[src/common/arim_defines.vh]
/*
 * Constants for the relationship indication mailbox: register offsets,
 * control bits, message header values, command codes and field layouts.
 * Assumes inclusion by every design file of the block.
 */
`ifndef ARIM_DEFINES_VH
`define ARIM_DEFINES_VH

`define ARIM_REG_ADV_MODE 12'h000
`define ARIM_REG_CTRL 12'h004
`define ARIM_REG_STATUS 12'h008
`define ARIM_REG_REL_TYPE 12'h00c
`define ARIM_REG_REL_PROP 12'h010
`define ARIM_REG_REL_HANDLE 12'h014
`define ARIM_REG_MSG_ID 12'h018
`define ARIM_REG_MOD_COUNT 12'h01c
`define ARIM_REG_MIS_SLOT 12'h020
`define ARIM_REG_MIS_DES_MOD 12'h024
`define ARIM_REG_MIS_DES_SUB 12'h028
`define ARIM_REG_TBL_IDX 12'h03c
`define ARIM_TBL_REGION 7'h02
`define ARIM_RSP_REGION 7'h03
`define ARIM_MSG_REGION 4'h1

`define ARIM_ADV_REL_INFO_BIT 0
`define ARIM_ADV_CFG_MIS_BIT 1
`define ARIM_CTRL_NEW_REL_BIT 0
`define ARIM_CTRL_MISMATCH_BIT 1
`define ARIM_CTRL_ACK_BIT 2
`define ARIM_CTRL_RSP_GO_BIT 3
`define ARIM_CTRL_ERR_CLR_BIT 4

`define ARIM_FLD_SLOTS 3'd0
`define ARIM_FLD_MODID 3'd1
`define ARIM_FLD_SUBID 3'd2
`define ARIM_FLD_LENS 3'd3
`define ARIM_FLD_STATES 3'd4

`define ARIM_MSG_INFO 16'h4002
`define ARIM_CMD_MISMATCH 16'h0114
`define ARIM_CMD_CHECK 16'h0116
`define ARIM_CMD_INFO 16'h0117
`define ARIM_FRAME_ONE 16'h0001
`define ARIM_ZERO_WORD 16'h0000

`define ARIM_TYPE_SINGLE 16'h0001
`define ARIM_TYPE_CIR 16'h0003
`define ARIM_TYPE_CTRL_RED 16'h0004
`define ARIM_TYPE_DEV_RED 16'h0005
`define ARIM_TYPE_SUPERVISOR 16'h0006
`define ARIM_PROP_MASK 32'h0000077f

`define ARIM_ADAPT_USE_RSP 16'h0000
`define ARIM_ADAPT_PERFECT 16'h0001
`define ARIM_MOD_PROPER 16'h0002
`define ARIM_SUB_PROPER 16'hffff
`define ARIM_SUBS_PER_SLOT 16'h0001

`define ARIM_MAX_MODS 3'd4
`define ARIM_FRAG_WORDS 6'd16
`define ARIM_BLOCK_LAST 4'd8

`endif

[src/arim_cfg_table.v]
/*
 * Module and submodule table of the relationship indication mailbox,
 * with software field access, mismatch adaptation and a sequential
 * walker that yields the configuration data stream one word per step.
 * Assumes one clock domain and at most one submodule per slot.
 */
`timescale 1ns/1ps
`default_nettype none
`include "arim_defines.vh"

module arim_cfg_table (
    input wire clk_i,
    input wire sys_rst_i,
    input wire wr_en_i,
    input wire [1:0] idx_i,
    input wire [2:0] field_i,
    input wire [31:0] wr_data_i,
    output reg [31:0] rd_data_o,
    input wire apply_i,
    input wire [15:0] apply_slot_i,
    input wire [15:0] apply_mod_state_i,
    input wire [15:0] apply_sub_state_i,
    input wire [31:0] apply_mod_id_i,
    input wire [31:0] apply_sub_id_i,
    input wire [2:0] mod_count_i,
    input wire stream_restart_i,
    input wire stream_step_i,
    output reg [15:0] stream_word_o
);
    reg [31:0] slots_mem [0:3];
    reg [31:0] modid_mem [0:3];
    reg [31:0] subid_mem [0:3];
    reg [31:0] lens_mem [0:3];
    reg [31:0] states_mem [0:3];
    reg first_reg;
    reg [1:0] mod_reg;
    reg [3:0] off_reg;
    integer i;

    always @(posedge clk_i or posedge sys_rst_i)
    begin
        if (sys_rst_i)
        begin
            for (i = 0; i < 4; i = i + 1)
            begin
                slots_mem[i] <= 32'h0000_0000;
                modid_mem[i] <= 32'h0000_0000;
                subid_mem[i] <= 32'h0000_0000;
                lens_mem[i] <= 32'h0000_0000;
                states_mem[i] <= 32'h0000_0000;
            end
        end
        else
        begin
            if (wr_en_i)
            begin
                case (field_i)
                    `ARIM_FLD_SLOTS: slots_mem[idx_i] <= wr_data_i;
                    `ARIM_FLD_MODID: modid_mem[idx_i] <= wr_data_i;
                    `ARIM_FLD_SUBID: subid_mem[idx_i] <= wr_data_i;
                    `ARIM_FLD_LENS: lens_mem[idx_i] <= wr_data_i;
                    `ARIM_FLD_STATES: states_mem[idx_i] <= wr_data_i;
                    default: ;
                endcase
            end
            // adaptation lands on every entry that holds the mismatching slot
            if (apply_i)
            begin
                for (i = 0; i < 4; i = i + 1)
                begin
                    if (slots_mem[i][15:0] == apply_slot_i)
                    begin
                        modid_mem[i] <= apply_mod_id_i;
                        subid_mem[i] <= apply_sub_id_i;
                        states_mem[i] <= {apply_sub_state_i, apply_mod_state_i};
                    end
                end
            end
        end
    end

    always @*
    begin
        case (field_i)
            `ARIM_FLD_SLOTS: rd_data_o = slots_mem[idx_i];
            `ARIM_FLD_MODID: rd_data_o = modid_mem[idx_i];
            `ARIM_FLD_SUBID: rd_data_o = subid_mem[idx_i];
            `ARIM_FLD_LENS: rd_data_o = lens_mem[idx_i];
            `ARIM_FLD_STATES: rd_data_o = states_mem[idx_i];
            default: rd_data_o = 32'h0000_0000;
        endcase
    end

    always @(posedge clk_i or posedge sys_rst_i)
    begin
        if (sys_rst_i)
        begin
            first_reg <= 1'b1;
            mod_reg <= 2'h0;
            off_reg <= 4'h0;
        end
        else if (stream_restart_i)
        begin
            first_reg <= 1'b1;
            mod_reg <= 2'h0;
            off_reg <= 4'h0;
        end
        else if (stream_step_i)
        begin
            if (first_reg)
                first_reg <= 1'b0;
            else if (off_reg == `ARIM_BLOCK_LAST)
            begin
                off_reg <= 4'h0;
                mod_reg <= mod_reg + 2'h1;
            end
            else
                off_reg <= off_reg + 4'h1;
        end
    end

    // stream: module count, then per module 4 words module block, 5 words submodule
    always @*
    begin
        if (first_reg)
            stream_word_o = {13'h0000, mod_count_i};
        else
        begin
            case (off_reg)
                4'd0: stream_word_o = slots_mem[mod_reg][15:0];
                4'd1: stream_word_o = `ARIM_SUBS_PER_SLOT;
                4'd2: stream_word_o = modid_mem[mod_reg][31:16];
                4'd3: stream_word_o = modid_mem[mod_reg][15:0];
                4'd4: stream_word_o = slots_mem[mod_reg][31:16];
                4'd5: stream_word_o = subid_mem[mod_reg][31:16];
                4'd6: stream_word_o = subid_mem[mod_reg][15:0];
                4'd7: stream_word_o = lens_mem[mod_reg][15:0];
                4'd8: stream_word_o = lens_mem[mod_reg][31:16];
                default: stream_word_o = `ARIM_ZERO_WORD;
            endcase
        end
    end
endmodule

`default_nettype wire

[src/arim_top.v]
/*
 * Relationship indication mailbox: AHB-Lite register slave, outgoing
 * message window for the host, check and fragmented info indications,
 * configuration mismatch indication and decoding of its response.
 * Assumes a single AHB-Lite master on clk_i, word transfers only.
 */
// The AHB-Lite interface to the registers and the address map were decided locally.
`timescale 1ns/1ps
`default_nettype none
`include "arim_defines.vh"

// Operation
// - adaptation 0: take states and identifiers from response words 2 to 7
// - adaptation 1: plug requested module itself, ignore words 2 to 7
// - one check indication, code 0116h, per new relationship
// - check and info only while the relationship-info enable bit is set, except the first fragment, which always follows the check
// - check header fixed; words 1-4 type, property halves, handle
// - type codes 1 single, 3 cir, 4/5 redundant, 6 supervisor
// - property bits: state 0-2, takeover 3, server 4
// - property bits 5-6 give the data rate
// - bit 8 device access, 9-10 companion; other bits zero
// - info indication 0117h splits the configuration over fragments
// - info words: fragment number, fragment total, handle; variable size
// - sending stops when fragment number equals the total
// - data begins with the module count word
// - module block: slot, submodule count, two-word module identifier
// - submodule block: subslot, two-word identifier, input, output lengths
// - one submodule per slot is reported
// - mismatch indication 0114h carries the adaptation request
module arim_top (
    input wire clk_i,
    input wire sys_rst_i,
    input wire hsel_i,
    input wire [31:0] haddr_i,
    input wire [1:0] htrans_i,
    input wire hwrite_i,
    input wire [2:0] hsize_i,
    input wire [31:0] hwdata_i,
    input wire hready_i,
    output wire [31:0] hrdata_o,
    output wire hreadyout_o,
    output wire hresp_o,
    output wire msg_valid_o
);
    localparam [2:0] ST_IDLE = 3'd0;
    localparam [2:0] ST_CHECK = 3'd1;
    localparam [2:0] ST_FILL = 3'd2;
    localparam [2:0] ST_INFO = 3'd3;
    localparam [2:0] ST_MISM = 3'd4;
    localparam [2:0] ST_RESP = 3'd5;

    reg [31:0] hrdata_reg;
    reg hreadyout_reg;
    reg [11:0] addr_reg;
    reg wr_pend_reg;
    reg rd_pend_reg;
    reg [1:0] adv_reg;
    reg [2:0] type_sel_reg;
    reg [31:0] prop_reg;
    reg [15:0] handle_reg;
    reg [15:0] msg_id_reg;
    reg [2:0] mod_count_reg;
    reg [31:0] mis_slot_reg;
    reg [31:0] mis_mod_reg;
    reg [31:0] mis_sub_reg;
    reg [1:0] tbl_idx_reg;
    reg [15:0] rsp_mem [0:7];
    reg [15:0] data_mem [0:15];
    reg [2:0] state_reg;
    reg [2:0] kind_reg;
    reg msg_valid_reg;
    reg new_rel_pend_reg;
    reg mism_pend_reg;
    reg adapt_err_reg;
    reg [15:0] frag_cur_reg;
    reg [15:0] frag_total_reg;
    reg [5:0] words_left_reg;
    reg [5:0] frag_words_reg;
    reg [3:0] fill_cnt_reg;
    reg [31:0] rd_mux;
    reg [15:0] hdr_word;
    reg apply;
    reg [15:0] apply_mod_state;
    reg [15:0] apply_sub_state;
    reg [31:0] apply_mod_id;
    reg [31:0] apply_sub_id;
    wire addr_phase;
    wire [31:0] tbl_rd;
    wire [15:0] stream_word;
    wire ctrl_wr;
    wire tbl_wr;
    wire rsp_wr;
    wire ack;
    wire rsp_go;
    wire [5:0] total_words;
    wire [5:0] chunk;
    wire stream_restart;
    wire stream_step;
    wire [6:0] frag_sum;
    integer i;

    // one word of type codes from the software selector
    function [15:0] rel_type_code;
        input [2:0] sel;
        begin
            case (sel)
                3'd1: rel_type_code = `ARIM_TYPE_CIR;
                3'd2: rel_type_code = `ARIM_TYPE_CTRL_RED;
                3'd3: rel_type_code = `ARIM_TYPE_DEV_RED;
                3'd4: rel_type_code = `ARIM_TYPE_SUPERVISOR;
                default: rel_type_code = `ARIM_TYPE_SINGLE;
            endcase
        end
    endfunction

    assign addr_phase = hsel_i & htrans_i[1] & hready_i;
    assign hrdata_o = hrdata_reg;
    assign hreadyout_o = hreadyout_reg;
    assign hresp_o = 1'b0;
    assign msg_valid_o = msg_valid_reg;
    assign ctrl_wr = wr_pend_reg & (addr_reg == `ARIM_REG_CTRL);
    assign tbl_wr = wr_pend_reg & (addr_reg[11:5] == `ARIM_TBL_REGION);
    assign rsp_wr = wr_pend_reg & (addr_reg[11:5] == `ARIM_RSP_REGION);
    assign ack = ctrl_wr & hwdata_i[`ARIM_CTRL_ACK_BIT] & msg_valid_reg;
    assign rsp_go = ctrl_wr & hwdata_i[`ARIM_CTRL_RSP_GO_BIT];
    assign total_words = 6'd1 + 6'd9 * {3'd0, mod_count_reg};
    assign chunk = (words_left_reg > `ARIM_FRAG_WORDS) ? `ARIM_FRAG_WORDS : words_left_reg;
    assign stream_restart = (state_reg == ST_CHECK) & ack;
    assign frag_sum = {1'b0, total_words} + 7'd15;
    assign stream_step = (state_reg == ST_FILL) & ({2'b00, fill_cnt_reg} < words_left_reg);

    arim_cfg_table u_table (
        .clk_i(clk_i),
        .sys_rst_i(sys_rst_i),
        .wr_en_i(tbl_wr),
        .idx_i(tbl_idx_reg),
        .field_i(addr_reg[4:2]),
        .wr_data_i(hwdata_i),
        .rd_data_o(tbl_rd),
        .apply_i(apply),
        .apply_slot_i(mis_slot_reg[15:0]),
        .apply_mod_state_i(apply_mod_state),
        .apply_sub_state_i(apply_sub_state),
        .apply_mod_id_i(apply_mod_id),
        .apply_sub_id_i(apply_sub_id),
        .mod_count_i(mod_count_reg),
        .stream_restart_i(stream_restart),
        .stream_step_i(stream_step),
        .stream_word_o(stream_word)
    );

    // adaptation decode of the host's mismatch response
    always @*
    begin
        apply = 1'b0;
        apply_mod_state = rsp_mem[1];
        apply_sub_state = rsp_mem[2];
        apply_mod_id = {rsp_mem[3], rsp_mem[4]};
        apply_sub_id = {rsp_mem[5], rsp_mem[6]};
        if ((state_reg == ST_RESP) & rsp_go)
        begin
            if (rsp_mem[7] == `ARIM_ADAPT_USE_RSP)
                apply = 1'b1;
            else if (rsp_mem[7] == `ARIM_ADAPT_PERFECT)
            begin
                apply = 1'b1;
                apply_mod_state = `ARIM_MOD_PROPER;
                apply_sub_state = `ARIM_SUB_PROPER;
                apply_mod_id = mis_mod_reg;
                apply_sub_id = mis_sub_reg;
            end
        end
    end

    // header and extended words of the posted message
    always @*
    begin
        hdr_word = `ARIM_ZERO_WORD;
        case (addr_reg[5:2])
            4'd0: hdr_word = msg_id_reg;
            4'd1: hdr_word = `ARIM_MSG_INFO;
            4'd2: hdr_word = (kind_reg == ST_CHECK) ? `ARIM_CMD_CHECK :
                             (kind_reg == ST_INFO) ? `ARIM_CMD_INFO : `ARIM_CMD_MISMATCH;
            4'd3: hdr_word = (kind_reg == ST_INFO) ? {9'h000, frag_words_reg, 1'b0} :
                             `ARIM_ZERO_WORD;
            4'd4: hdr_word = `ARIM_FRAME_ONE;
            4'd5: hdr_word = `ARIM_FRAME_ONE;
            4'd8: hdr_word = (kind_reg == ST_CHECK) ? rel_type_code(type_sel_reg) :
                             (kind_reg == ST_INFO) ? frag_cur_reg : handle_reg;
            4'd9: hdr_word = (kind_reg == ST_CHECK) ? prop_reg[31:16] :
                             (kind_reg == ST_INFO) ? frag_total_reg : mis_slot_reg[15:0];
            4'd10: hdr_word = (kind_reg == ST_CHECK) ? prop_reg[15:0] :
                              (kind_reg == ST_INFO) ? handle_reg : mis_slot_reg[31:16];
            4'd11: hdr_word = (kind_reg == ST_CHECK) ? handle_reg :
                              (kind_reg == ST_MISM) ? mis_mod_reg[31:16] : `ARIM_ZERO_WORD;
            4'd12: hdr_word = (kind_reg == ST_MISM) ? mis_mod_reg[15:0] : `ARIM_ZERO_WORD;
            4'd13: hdr_word = (kind_reg == ST_MISM) ? mis_sub_reg[31:16] : `ARIM_ZERO_WORD;
            4'd14: hdr_word = (kind_reg == ST_MISM) ? mis_sub_reg[15:0] : `ARIM_ZERO_WORD;
            default: hdr_word = `ARIM_ZERO_WORD;
        endcase
    end

    always @*
    begin
        rd_mux = 32'h0000_0000;
        if ((addr_reg[11:8] == `ARIM_MSG_REGION) & ~addr_reg[7])
            rd_mux = {16'h0000, addr_reg[6] ? data_mem[addr_reg[5:2]] : hdr_word};
        else if (addr_reg[11:5] == `ARIM_TBL_REGION)
            rd_mux = tbl_rd;
        else if (addr_reg[11:5] == `ARIM_RSP_REGION)
            rd_mux = {16'h0000, rsp_mem[addr_reg[4:2]]};
        else
        begin
            case (addr_reg)
                `ARIM_REG_ADV_MODE: rd_mux = {30'h0, adv_reg};
                `ARIM_REG_STATUS: rd_mux = {16'h0, frag_cur_reg[7:0], 2'b00, state_reg,
                                            adapt_err_reg, state_reg != ST_IDLE, msg_valid_reg};
                `ARIM_REG_REL_TYPE: rd_mux = {29'h0, type_sel_reg};
                `ARIM_REG_REL_PROP: rd_mux = prop_reg;
                `ARIM_REG_REL_HANDLE: rd_mux = {16'h0, handle_reg};
                `ARIM_REG_MSG_ID: rd_mux = {16'h0, msg_id_reg};
                `ARIM_REG_MOD_COUNT: rd_mux = {29'h0, mod_count_reg};
                `ARIM_REG_MIS_SLOT: rd_mux = mis_slot_reg;
                `ARIM_REG_MIS_DES_MOD: rd_mux = mis_mod_reg;
                `ARIM_REG_MIS_DES_SUB: rd_mux = mis_sub_reg;
                `ARIM_REG_TBL_IDX: rd_mux = {30'h0, tbl_idx_reg};
                default: rd_mux = 32'h0000_0000;
            endcase
        end
    end

    // bus slave: writes finish with no wait, reads take one wait state
    always @(posedge clk_i or posedge sys_rst_i)
    begin
        if (sys_rst_i)
        begin
            hrdata_reg <= 32'h0000_0000;
            hreadyout_reg <= 1'b1;
            addr_reg <= 12'h000;
            wr_pend_reg <= 1'b0;
            rd_pend_reg <= 1'b0;
        end
        else
        begin
            wr_pend_reg <= addr_phase & hwrite_i;
            rd_pend_reg <= addr_phase & ~hwrite_i;
            if (addr_phase)
                addr_reg <= {haddr_i[11:2], 2'b00};
            hreadyout_reg <= ~(addr_phase & ~hwrite_i);
            if (rd_pend_reg)
                hrdata_reg <= rd_mux;
        end
    end

    always @(posedge clk_i or posedge sys_rst_i)
    begin
        if (sys_rst_i)
        begin
            adv_reg <= 2'b00;
            type_sel_reg <= 3'd0;
            prop_reg <= 32'h0000_0000;
            handle_reg <= 16'h0000;
            msg_id_reg <= 16'h0000;
            mod_count_reg <= 3'd0;
            mis_slot_reg <= 32'h0000_0000;
            mis_mod_reg <= 32'h0000_0000;
            mis_sub_reg <= 32'h0000_0000;
            tbl_idx_reg <= 2'd0;
            for (i = 0; i < 8; i = i + 1)
                rsp_mem[i] <= 16'h0000;
        end
        else if (wr_pend_reg)
        begin
            case (addr_reg)
                `ARIM_REG_ADV_MODE: adv_reg <= hwdata_i[1:0];
                `ARIM_REG_REL_TYPE: type_sel_reg <= hwdata_i[2:0];
                `ARIM_REG_REL_PROP: prop_reg <= hwdata_i & `ARIM_PROP_MASK;
                `ARIM_REG_REL_HANDLE: handle_reg <= hwdata_i[15:0];
                `ARIM_REG_MSG_ID: msg_id_reg <= hwdata_i[15:0];
                `ARIM_REG_MOD_COUNT: mod_count_reg <= (hwdata_i[2:0] > `ARIM_MAX_MODS) ?
                                                      `ARIM_MAX_MODS : hwdata_i[2:0];
                `ARIM_REG_MIS_SLOT: mis_slot_reg <= hwdata_i;
                `ARIM_REG_MIS_DES_MOD: mis_mod_reg <= hwdata_i;
                `ARIM_REG_MIS_DES_SUB: mis_sub_reg <= hwdata_i;
                `ARIM_REG_TBL_IDX: tbl_idx_reg <= hwdata_i[1:0];
                default: ;
            endcase
            if (rsp_wr)
                rsp_mem[addr_reg[4:2]] <= hwdata_i[15:0];
        end
    end

    // message sequencer
    always @(posedge clk_i or posedge sys_rst_i)
    begin
        if (sys_rst_i)
        begin
            state_reg <= ST_IDLE;
            kind_reg <= ST_CHECK;
            msg_valid_reg <= 1'b0;
            new_rel_pend_reg <= 1'b0;
            mism_pend_reg <= 1'b0;
            adapt_err_reg <= 1'b0;
            frag_cur_reg <= 16'h0000;
            frag_total_reg <= 16'h0000;
            words_left_reg <= 6'd0;
            frag_words_reg <= 6'd0;
            fill_cnt_reg <= 4'd0;
            for (i = 0; i < 16; i = i + 1)
                data_mem[i] <= 16'h0000;
        end
        else
        begin
            if (ack)
                msg_valid_reg <= 1'b0;
            case (state_reg)
                ST_IDLE:
                begin
                    if (new_rel_pend_reg & adv_reg[`ARIM_ADV_REL_INFO_BIT])
                    begin
                        new_rel_pend_reg <= 1'b0;
                        kind_reg <= ST_CHECK;
                        msg_valid_reg <= 1'b1;
                        state_reg <= ST_CHECK;
                    end
                    else if (mism_pend_reg & adv_reg[`ARIM_ADV_CFG_MIS_BIT])
                    begin
                        mism_pend_reg <= 1'b0;
                        kind_reg <= ST_MISM;
                        msg_valid_reg <= 1'b1;
                        state_reg <= ST_MISM;
                    end
                end
                ST_CHECK:
                begin
                    if (ack)
                    begin
                        frag_cur_reg <= 16'h0001;
                        frag_total_reg <= {13'h0000, frag_sum[6:4]};
                        words_left_reg <= total_words;
                        fill_cnt_reg <= 4'd0;
                        state_reg <= ST_FILL;
                    end
                end
                ST_FILL:
                begin
                    data_mem[fill_cnt_reg] <= stream_step ? stream_word : `ARIM_ZERO_WORD;
                    fill_cnt_reg <= fill_cnt_reg + 4'd1;
                    if (fill_cnt_reg == 4'd15)
                    begin
                        frag_words_reg <= chunk;
                        words_left_reg <= words_left_reg - chunk;
                        kind_reg <= ST_INFO;
                        msg_valid_reg <= 1'b1;
                        state_reg <= ST_INFO;
                    end
                end
                ST_INFO:
                begin
                    if (ack)
                    begin
                        if ((frag_cur_reg == frag_total_reg) | ~adv_reg[`ARIM_ADV_REL_INFO_BIT])
                            state_reg <= ST_IDLE;
                        else
                        begin
                            frag_cur_reg <= frag_cur_reg + 16'h0001;
                            fill_cnt_reg <= 4'd0;
                            state_reg <= ST_FILL;
                        end
                    end
                end
                ST_MISM:
                begin
                    if (ack)
                        state_reg <= ST_RESP;
                end
                ST_RESP:
                begin
                    if (rsp_go)
                    begin
                        if (~apply)
                            adapt_err_reg <= 1'b1;
                        state_reg <= ST_IDLE;
                    end
                end
                default: state_reg <= ST_IDLE;
            endcase
            if (ctrl_wr & hwdata_i[`ARIM_CTRL_ERR_CLR_BIT] & ~((state_reg == ST_RESP) & rsp_go & ~apply))
                adapt_err_reg <= 1'b0;
            if (ctrl_wr & hwdata_i[`ARIM_CTRL_NEW_REL_BIT])
                new_rel_pend_reg <= 1'b1;
            if (ctrl_wr & hwdata_i[`ARIM_CTRL_MISMATCH_BIT])
                mism_pend_reg <= 1'b1;
        end
    end
endmodule

`default_nettype wire

[config.mk]
export PLATFORM = sky130hd
export DESIGN_NAME = arim_top
export DESIGN_NICKNAME = d
export VERILOG_FILES = /design/src/arim_cfg_table.v /design/src/arim_top.v
export VERILOG_INCLUDE_DIRS = /design/src /design/src/common
export SDC_FILE = /design/constraint.sdc
export NUM_CORES = 2
export LEC_CHECK = 0
export BUFFER_PORTS_ARGS = -buffer_cell sky130_fd_sc_hd__buf_4
export CORE_ASPECT_RATIO = 0.5
export CORE_MARGIN = 2
export CORE_UTILIZATION = 60
export DETAILED_ROUTE_END_ITERATION = 10
export PLACE_DENSITY = 0.77
export RECOVER_POWER = 50
export SLEW_MARGIN = 20
export SYNTH_ARGS = -nofsm -noshare
export SYNTH_HDL_FRONTEND = slang
export SYNTH_SLANG_ARGS = --single-unit
[constraint.sdc]
create_clock -name clk_i -period 57.3 [get_ports clk_i]
set_input_delay 14.325 -clock clk_i [delete_from_list [all_inputs] [get_ports clk_i]]
set_output_delay 14.325 -clock clk_i [all_outputs]
set_load 0.01 [all_outputs]
After elaboration in Yosys (flattened, before gate mapping)
Index checks and enable logic that the tools add are counted.

operators by class
  add/subtract/negate cells = 7
  multiply operators = 1
  magnitude comparators = 11
  equal/unequal tests = 67
  mux-type cells = 156
  bitwise gates (word level) = 33
  reductions and logical operators = 48

operators with widths
  kind                                                              number
  32-bit 2-to-1 mux                                                 40
  128-bit 2-to-1 mux                                                9
  128-bit bitwise mux                                               6
  32-bit binary-select mux with 2-bit select                        9
  16-bit 2-to-1 mux                                                 29
  32-bit one-hot mux with 11 select lines                           1
  256-bit bitwise mux                                               1
  16-bit one-hot mux with 12 select lines                           1
  32-bit one-hot mux with 5 select lines                            1
  16-bit one-hot mux with 9 select lines                            1
  16-bit binary-select mux with 4-bit select                        1
  16-bit demux with 4-bit select                                    1
  32-bit demux with 2-bit select                                    1
  16-bit == test                                                    4
  16-bit binary-select mux with 3-bit select                        1
  16-bit demux with 3-bit select                                    1
  10-bit by 3-bit == test with 1-bit output, second input constant  4
  10-bit by 4-bit == test with 1-bit output, second input constant  4
  4-bit == test, second input constant                              9
  2-bit AND reduction                                               17
  16-bit one-hot mux with 2 select lines                            1
  4-bit 2-to-1 mux                                                  7
  4-bit by 3-bit == test with 1-bit output, second input constant   6
  3-bit 2-to-1 mux                                                  8
  56 further kinds                                                  160

word-level totals
  register bits = 1269
  bits of input ports = 74
  output and inout bits = 35
  word-level logic and storage cells = 396

Depth between registers and ports, before layout
  depth after elaboration = 11
  mapped depth = 11
  mapped depth without buffers = 8

Hierarchy
Synthesis repeated with hierarchy kept, for this count alone.

unflattened totals
  cell total of the unflattened synthesis = 5281
  area, all modules = 71217.1 µm²

by module, submodules not included
  module          times used  cells each  area each (µm²)  seq. area each (µm²)
  arim_cfg_table  1           2784        39331.5          16191.8
  arim_top        1           2497        31885.6          15567.4

Least setup slack after synthesis
Ideal clock, no wire load.

  kind = input-to-reg
  from = input port hwdata_i[2]
  to = register frag_cur_reg[4]
  setup time = 0.120 ns
  arrival time = 15.899 ns
  data required time = 57.180 ns
  path slack = 41.281 ns
  stages on the path = 7
  path buffers = 1
  cells stage by stage = nand2_1 > or3_1 > or2_0 > clkbuf_1 > nor3_1 > nor2_1 > a31o_2

on the way
  longest elaborated chain between the ends = 4
  elaborated cells on any way between the ends = 5
  classes of those cells = 2 x eq/ne; 2 x bitwise; 1 x reduce/logical

RTL lines
  what                                      RTL line        text
  from (decl)                               arim_top.v:38   input wire [31:0] hwdata_i,
  1-bit bitwise AND (*) (2 in series)       arim_top.v:124  assign ack = ctrl_wr & hwdata_i[`ARIM_CTRL_ACK_BIT] & msg_valid_reg;
  2-bit != test (no source line)            n/a
  4-bit AND reduction (no source line) (*)  n/a
  to (signal assigned)                      arim_top.v:366  frag_cur_reg <= frag_cur_reg + 16'h0001;
  to (decl)                                 arim_top.v:75   reg [15:0] frag_cur_reg;

Every way passes the cells marked *; elsewhere a longest branch is shown, timed or not.
A chain may end at the register's enable or synchronous reset.

==> summary.txt <==
Run status
  • Result of the run: finished with violations
  • Violations in the final reports: capacitance limit, slew limit

Power and ir drop
  • Overall power of the completed layout: 2.07 mW
  • Part of the power in the clock network: 0.387
  • Internal Pwr Total: 1.47 mW
  • Sequential group share of total power: 0.470
  • Static leakage: 31.3 nW
  • Combinational share of power: 0.144
  • Power density cells: 28.1 nW/µm²
  • Max VDD drop: 0.0313 mV
  • Switching portion of total power: 0.290
  • Switching power: 0.601 mW

Floorplanning
  • Full die area: 117000 µm²
  • Chip width: 482 µm
  • Top-level port count: 109
  • Total core area: 113000 µm²
  • Vertical extent of the die: 243 µm
  • Effective utilization at floorplan: 0.606
  • Site row count: 87

Setup path
  • Startpoint of the worst register-to-register path: addr_reg[2]$_DFFE_PP0P_
  • Cell type of the slowest stage on the worst timing path: sky130_fd_sc_hd__clkbuf_1
  • Type of the worst setup path: in -> async
  • Most common cell on crit path: sky130_fd_sc_hd__clkbuf_1
  • Data required time at the worst endpoint: 56440 ps
  • Critical Path Fanout Max: 133
  • Critical path's largest stage delay: 5080 ps
  • Cell class contributing the biggest share of worst-path delay: buffers and inverters
  • Critical register-to-register path endpoint: u_table.lens_mem[3]$_DFFE_PP0P_
  • Cells along the critical path: clkbuf_4 > clkinvlp_2 > clkbuf_1 > clkbuf_1 > clkbuf_1
  • Worst endpoint data arrival time: 26490 ps
  • Kind of launch point of the worst setup path: input pin
  • Flop-to-flop setup slack: 44040 ps
  • Setup crit end kind: async pin
  • Number of cells on the worst reg-to-reg path: 6
  • Number of buffers and inverters on the critical path: 5

Worst hold path
  • Hold Path Class: reg -> reg
  • Endpoint with the worst hold slack: data_mem[1]$_DFFE_PP0P_
  • Hold path cells: 2
  • Min-Delay Startpoint: data_mem[1]$_DFFE_PP0P_

Yosys
  • Simple-Gate Fraction of Synth Area: 0.0737
  • Number of synthesized flops with an enable pin: 0
  • Share of the synthesized area in the top cell type: 0.463
  • Syn_nets: 5831
  • Share of synthesized area occupied by flip-flops and latches: 0.464
  • Library cells used by synthesis: 83
  • Count of yosys warnings during synthesis: 0
  • Proportion of synthesized area in mux cells: 0.324
  • Top FF cell, synth: sky130_fd_sc_hd__dfrtp_1
  • Post-Synth Adder-Cell Area: 0.00293
  • Main combinational cell family by area after synthesis: multiplexers
  • Mapped Area: 68400 µm²
  • Leading post-synthesis cells by cell area: sky130_fd_sc_hd__dfrtp_1, sky130_fd_sc_hd__mux2_2, sky130_fd_sc_hd__mux4_2
  • Mapped Avg Cell Area: 11.9 µm²
  • Syn Inst Count: 5741
  • Xor/xnor cell area share of the yosys netlist: 0.0101
  • Share of flip-flops with an asynchronous set or reset after synthesis: 1.00
  • Number of synthesized register bits: 1269
  • Cell accounting for the most synthesized area: sky130_fd_sc_hd__dfrtp_1
  • Post-synthesis compound-gate area fraction: 0.0909

Detailed routing
  • Via count: 53978
  • Total length of routed wires: 256000 µm
  • Wire length per cell after detailed routing: 35.8 µm
  • Remaining number of nets flagged by the antenna check after routing: 0
  • Remaining DRCs: 0
  • Initial drt markers: 8402
  • Detailed Routing Iterations Pass 1: 9
  • DR vias/cell: 7.56

Clocking
  • CTS sink count: 1269
  • Number of buffers added for setup after CTS: 0
  • H-Tree Depth: 3
  • Max clock buf depth: 3
  • Num CTS Buffers: 112
  • TritonCTS clock tree: built
  • Later-pin clock latency in the skew report: 780 ps
  • Number of buffers inserted for hold repair after clock tree synthesis: 0
  • CTS-repair resized insts: 0
  • Root buffer selected by CTS: sky130_fd_sc_hd__clkbuf_16
  • Clock-pin slew of the registers on the worst-case setup and hold paths: 70 ps

GRT
  • Total global routing track utilization: 0.437
  • Global-route wire length before repair: 369000 µm
  • Number of global-route vias before repair: 52851
  • Largest net degree at the start of global routing: 194
  • Antenna violations before repair: 28
  • Grt ovf: 0

Timing
  • Total setup violations reported at the end of the flow: 0
  • Worst clock skew: 57.2 ps
  • Final TNS setup: 0 ps
  • Final period demand of the worst path: 27350 ps
  • Total count of max-transition violations in the final report: 1434
  • Max-slew headroom: -4.37
  • Post-route clock period utilization: 0.477
  • Hold WS: 477 ps
  • Number of hold-slack violations in the final timing report: 0
  • Setup repair after global routing missed its margin: no
  • FMAX: 36.6 MHz
  • Transition time at the pin with the least slew margin: 8050 ps

Job
  • Number of max-capacitance violations reported: 34

Finish
  • Design Area, Final: 73700 µm²
  • Layout area overhead: 7.78%
  • Fin util: 0.653
  • Net count, final: 5613
  • Ratio of cells with drive above 1 in the final layout: 0.283
  • Register with the most flip-flops: data_mem
  • Flip-flop count of the largest register after layout: 256

Placed design
  • Instance area after placement: 70200 µm²
  • Routability-driven placement congestion ratio: 1.11
  • Half-perimeter wire length of the detailed placement result: 163000 µm
  • Port Buffers: 81
cell usage after synthesis, drive strengths merged, types with 64 or more instances:
library cell,n
dfrtp,1266
nand3,64
buf,195
mux2i,481
nand2,477
mux4,378
a21oi,320
o21ai,326
mux2,785
clkbuf,352
xor2,72
a22oi,131
nor2,356
routing by layer:
metal	wire length [µm]	global-route usage
met5	491	0.0208
met4	16300	0.226
met3	42800	0.228
met2	104000	0.593
met1	91900	0.566
through the flow:
stage / std cells / setup slack, ps
final: 7142 / 29950
after global routing: 7131 / 27290
after CTS: 7121 / 39770
after detailed placement: 6920 / 38990
after global placement: 6918 / 38840
after floorplan: 5741 / 7220
how the worst max path moves through the flow:
stage	from	end	cells after the start
floorplan	sys_rst_i	adapt_err_reg$_DFFE_PP0P_	1
global placement	hwdata_i[3]	u_table.subid_mem[25]$_DFF_PP0_	8
detailed placement	hwdata_i[3]	u_table.subid_mem[46]$_DFF_PP0_	8
CTS	hwdata_i[3]	u_table.subid_mem[14]$_DFF_PP0_	8
global route	sys_rst_i	u_table.modid_mem[41]$_DFF_PP0_	5
finish	sys_rst_i	u_table.subid_mem[25]$_DFF_PP0_	5
logic make-up (layout without fill, tap and decap cells):
family	Yosys count	count (layout)
buf+inv	574	443
simple gates	1132	1132
compound gates	1025	1025
mux	1644	1644
other cells	2	21
flops	1269	1269
fa+ha+maj	16	16
xor+xnor	79	79
power groups by stage:
stage | logic (mW) | registers [mW] | clock network, mW
floorplan | 0.177 | 0.965 | 0
global placement | 0.274 | 0.983 | 0
detailed placement | 0.280 | 0.986 | 0
CTS | 0.281 | 0.969 | 0.799
global route | 0.303 | 0.973 | 0.835
finish | 0.298 | 0.973 | 0.801
worst register-to-register path: stages (launching register included):
cell and delay [ps]:
sky130_fd_sc_hd__dfrtp_1 1910, sky130_fd_sc_hd__clkbuf_1 2150, sky130_fd_sc_hd__clkbuf_1 4990, sky130_fd_sc_hd__and3b_1 660
sky130_fd_sc_hd__clkbuf_1 1560, sky130_fd_sc_hd__nand2_4 1190, sky130_fd_sc_hd__mux2_2 640
cells in the final DEF, fill, tap and decap left out, types with 26 or more instances in the layout:
master and count:
sky130_fd_sc_hd__dfrtp_1 1260, sky130_fd_sc_hd__mux2_2 784, sky130_fd_sc_hd__mux2i_1 480, sky130_fd_sc_hd__nand2_1 466
sky130_fd_sc_hd__mux4_2 378, sky130_fd_sc_hd__nor2_1 348, sky130_fd_sc_hd__o21ai_0 320, sky130_fd_sc_hd__a21oi_1 320
sky130_fd_sc_hd__buf_4 146, sky130_fd_sc_hd__a22oi_1 131, sky130_fd_sc_hd__clkbuf_16 114, sky130_fd_sc_hd__clkbuf_1 75
sky130_fd_sc_hd__xor2_1 72, sky130_fd_sc_hd__nand3_1 54, sky130_fd_sc_hd__nand4_1 37, sky130_fd_sc_hd__nor3_1 29
sky130_fd_sc_hd__nor4_1 28, sky130_fd_sc_hd__o31ai_1 27, sky130_fd_sc_hd__clkbuf_8 27, sky130_fd_sc_hd__a22o_1 26
final cells by class:
cell class / count / area (µm²)
tap: 1513 / 1890
clock buffer: 159 / 3290
antenna: 19 / 47.5
sequential: 1269 / 31800
inverter: 27 / 103
clock inverter: 42 / 485
timing repair buffer: 215 / 1490
multi-input combinational: 3898 / 34600
fill: 8255 / 39200
(Power assumes the default switching activity.)
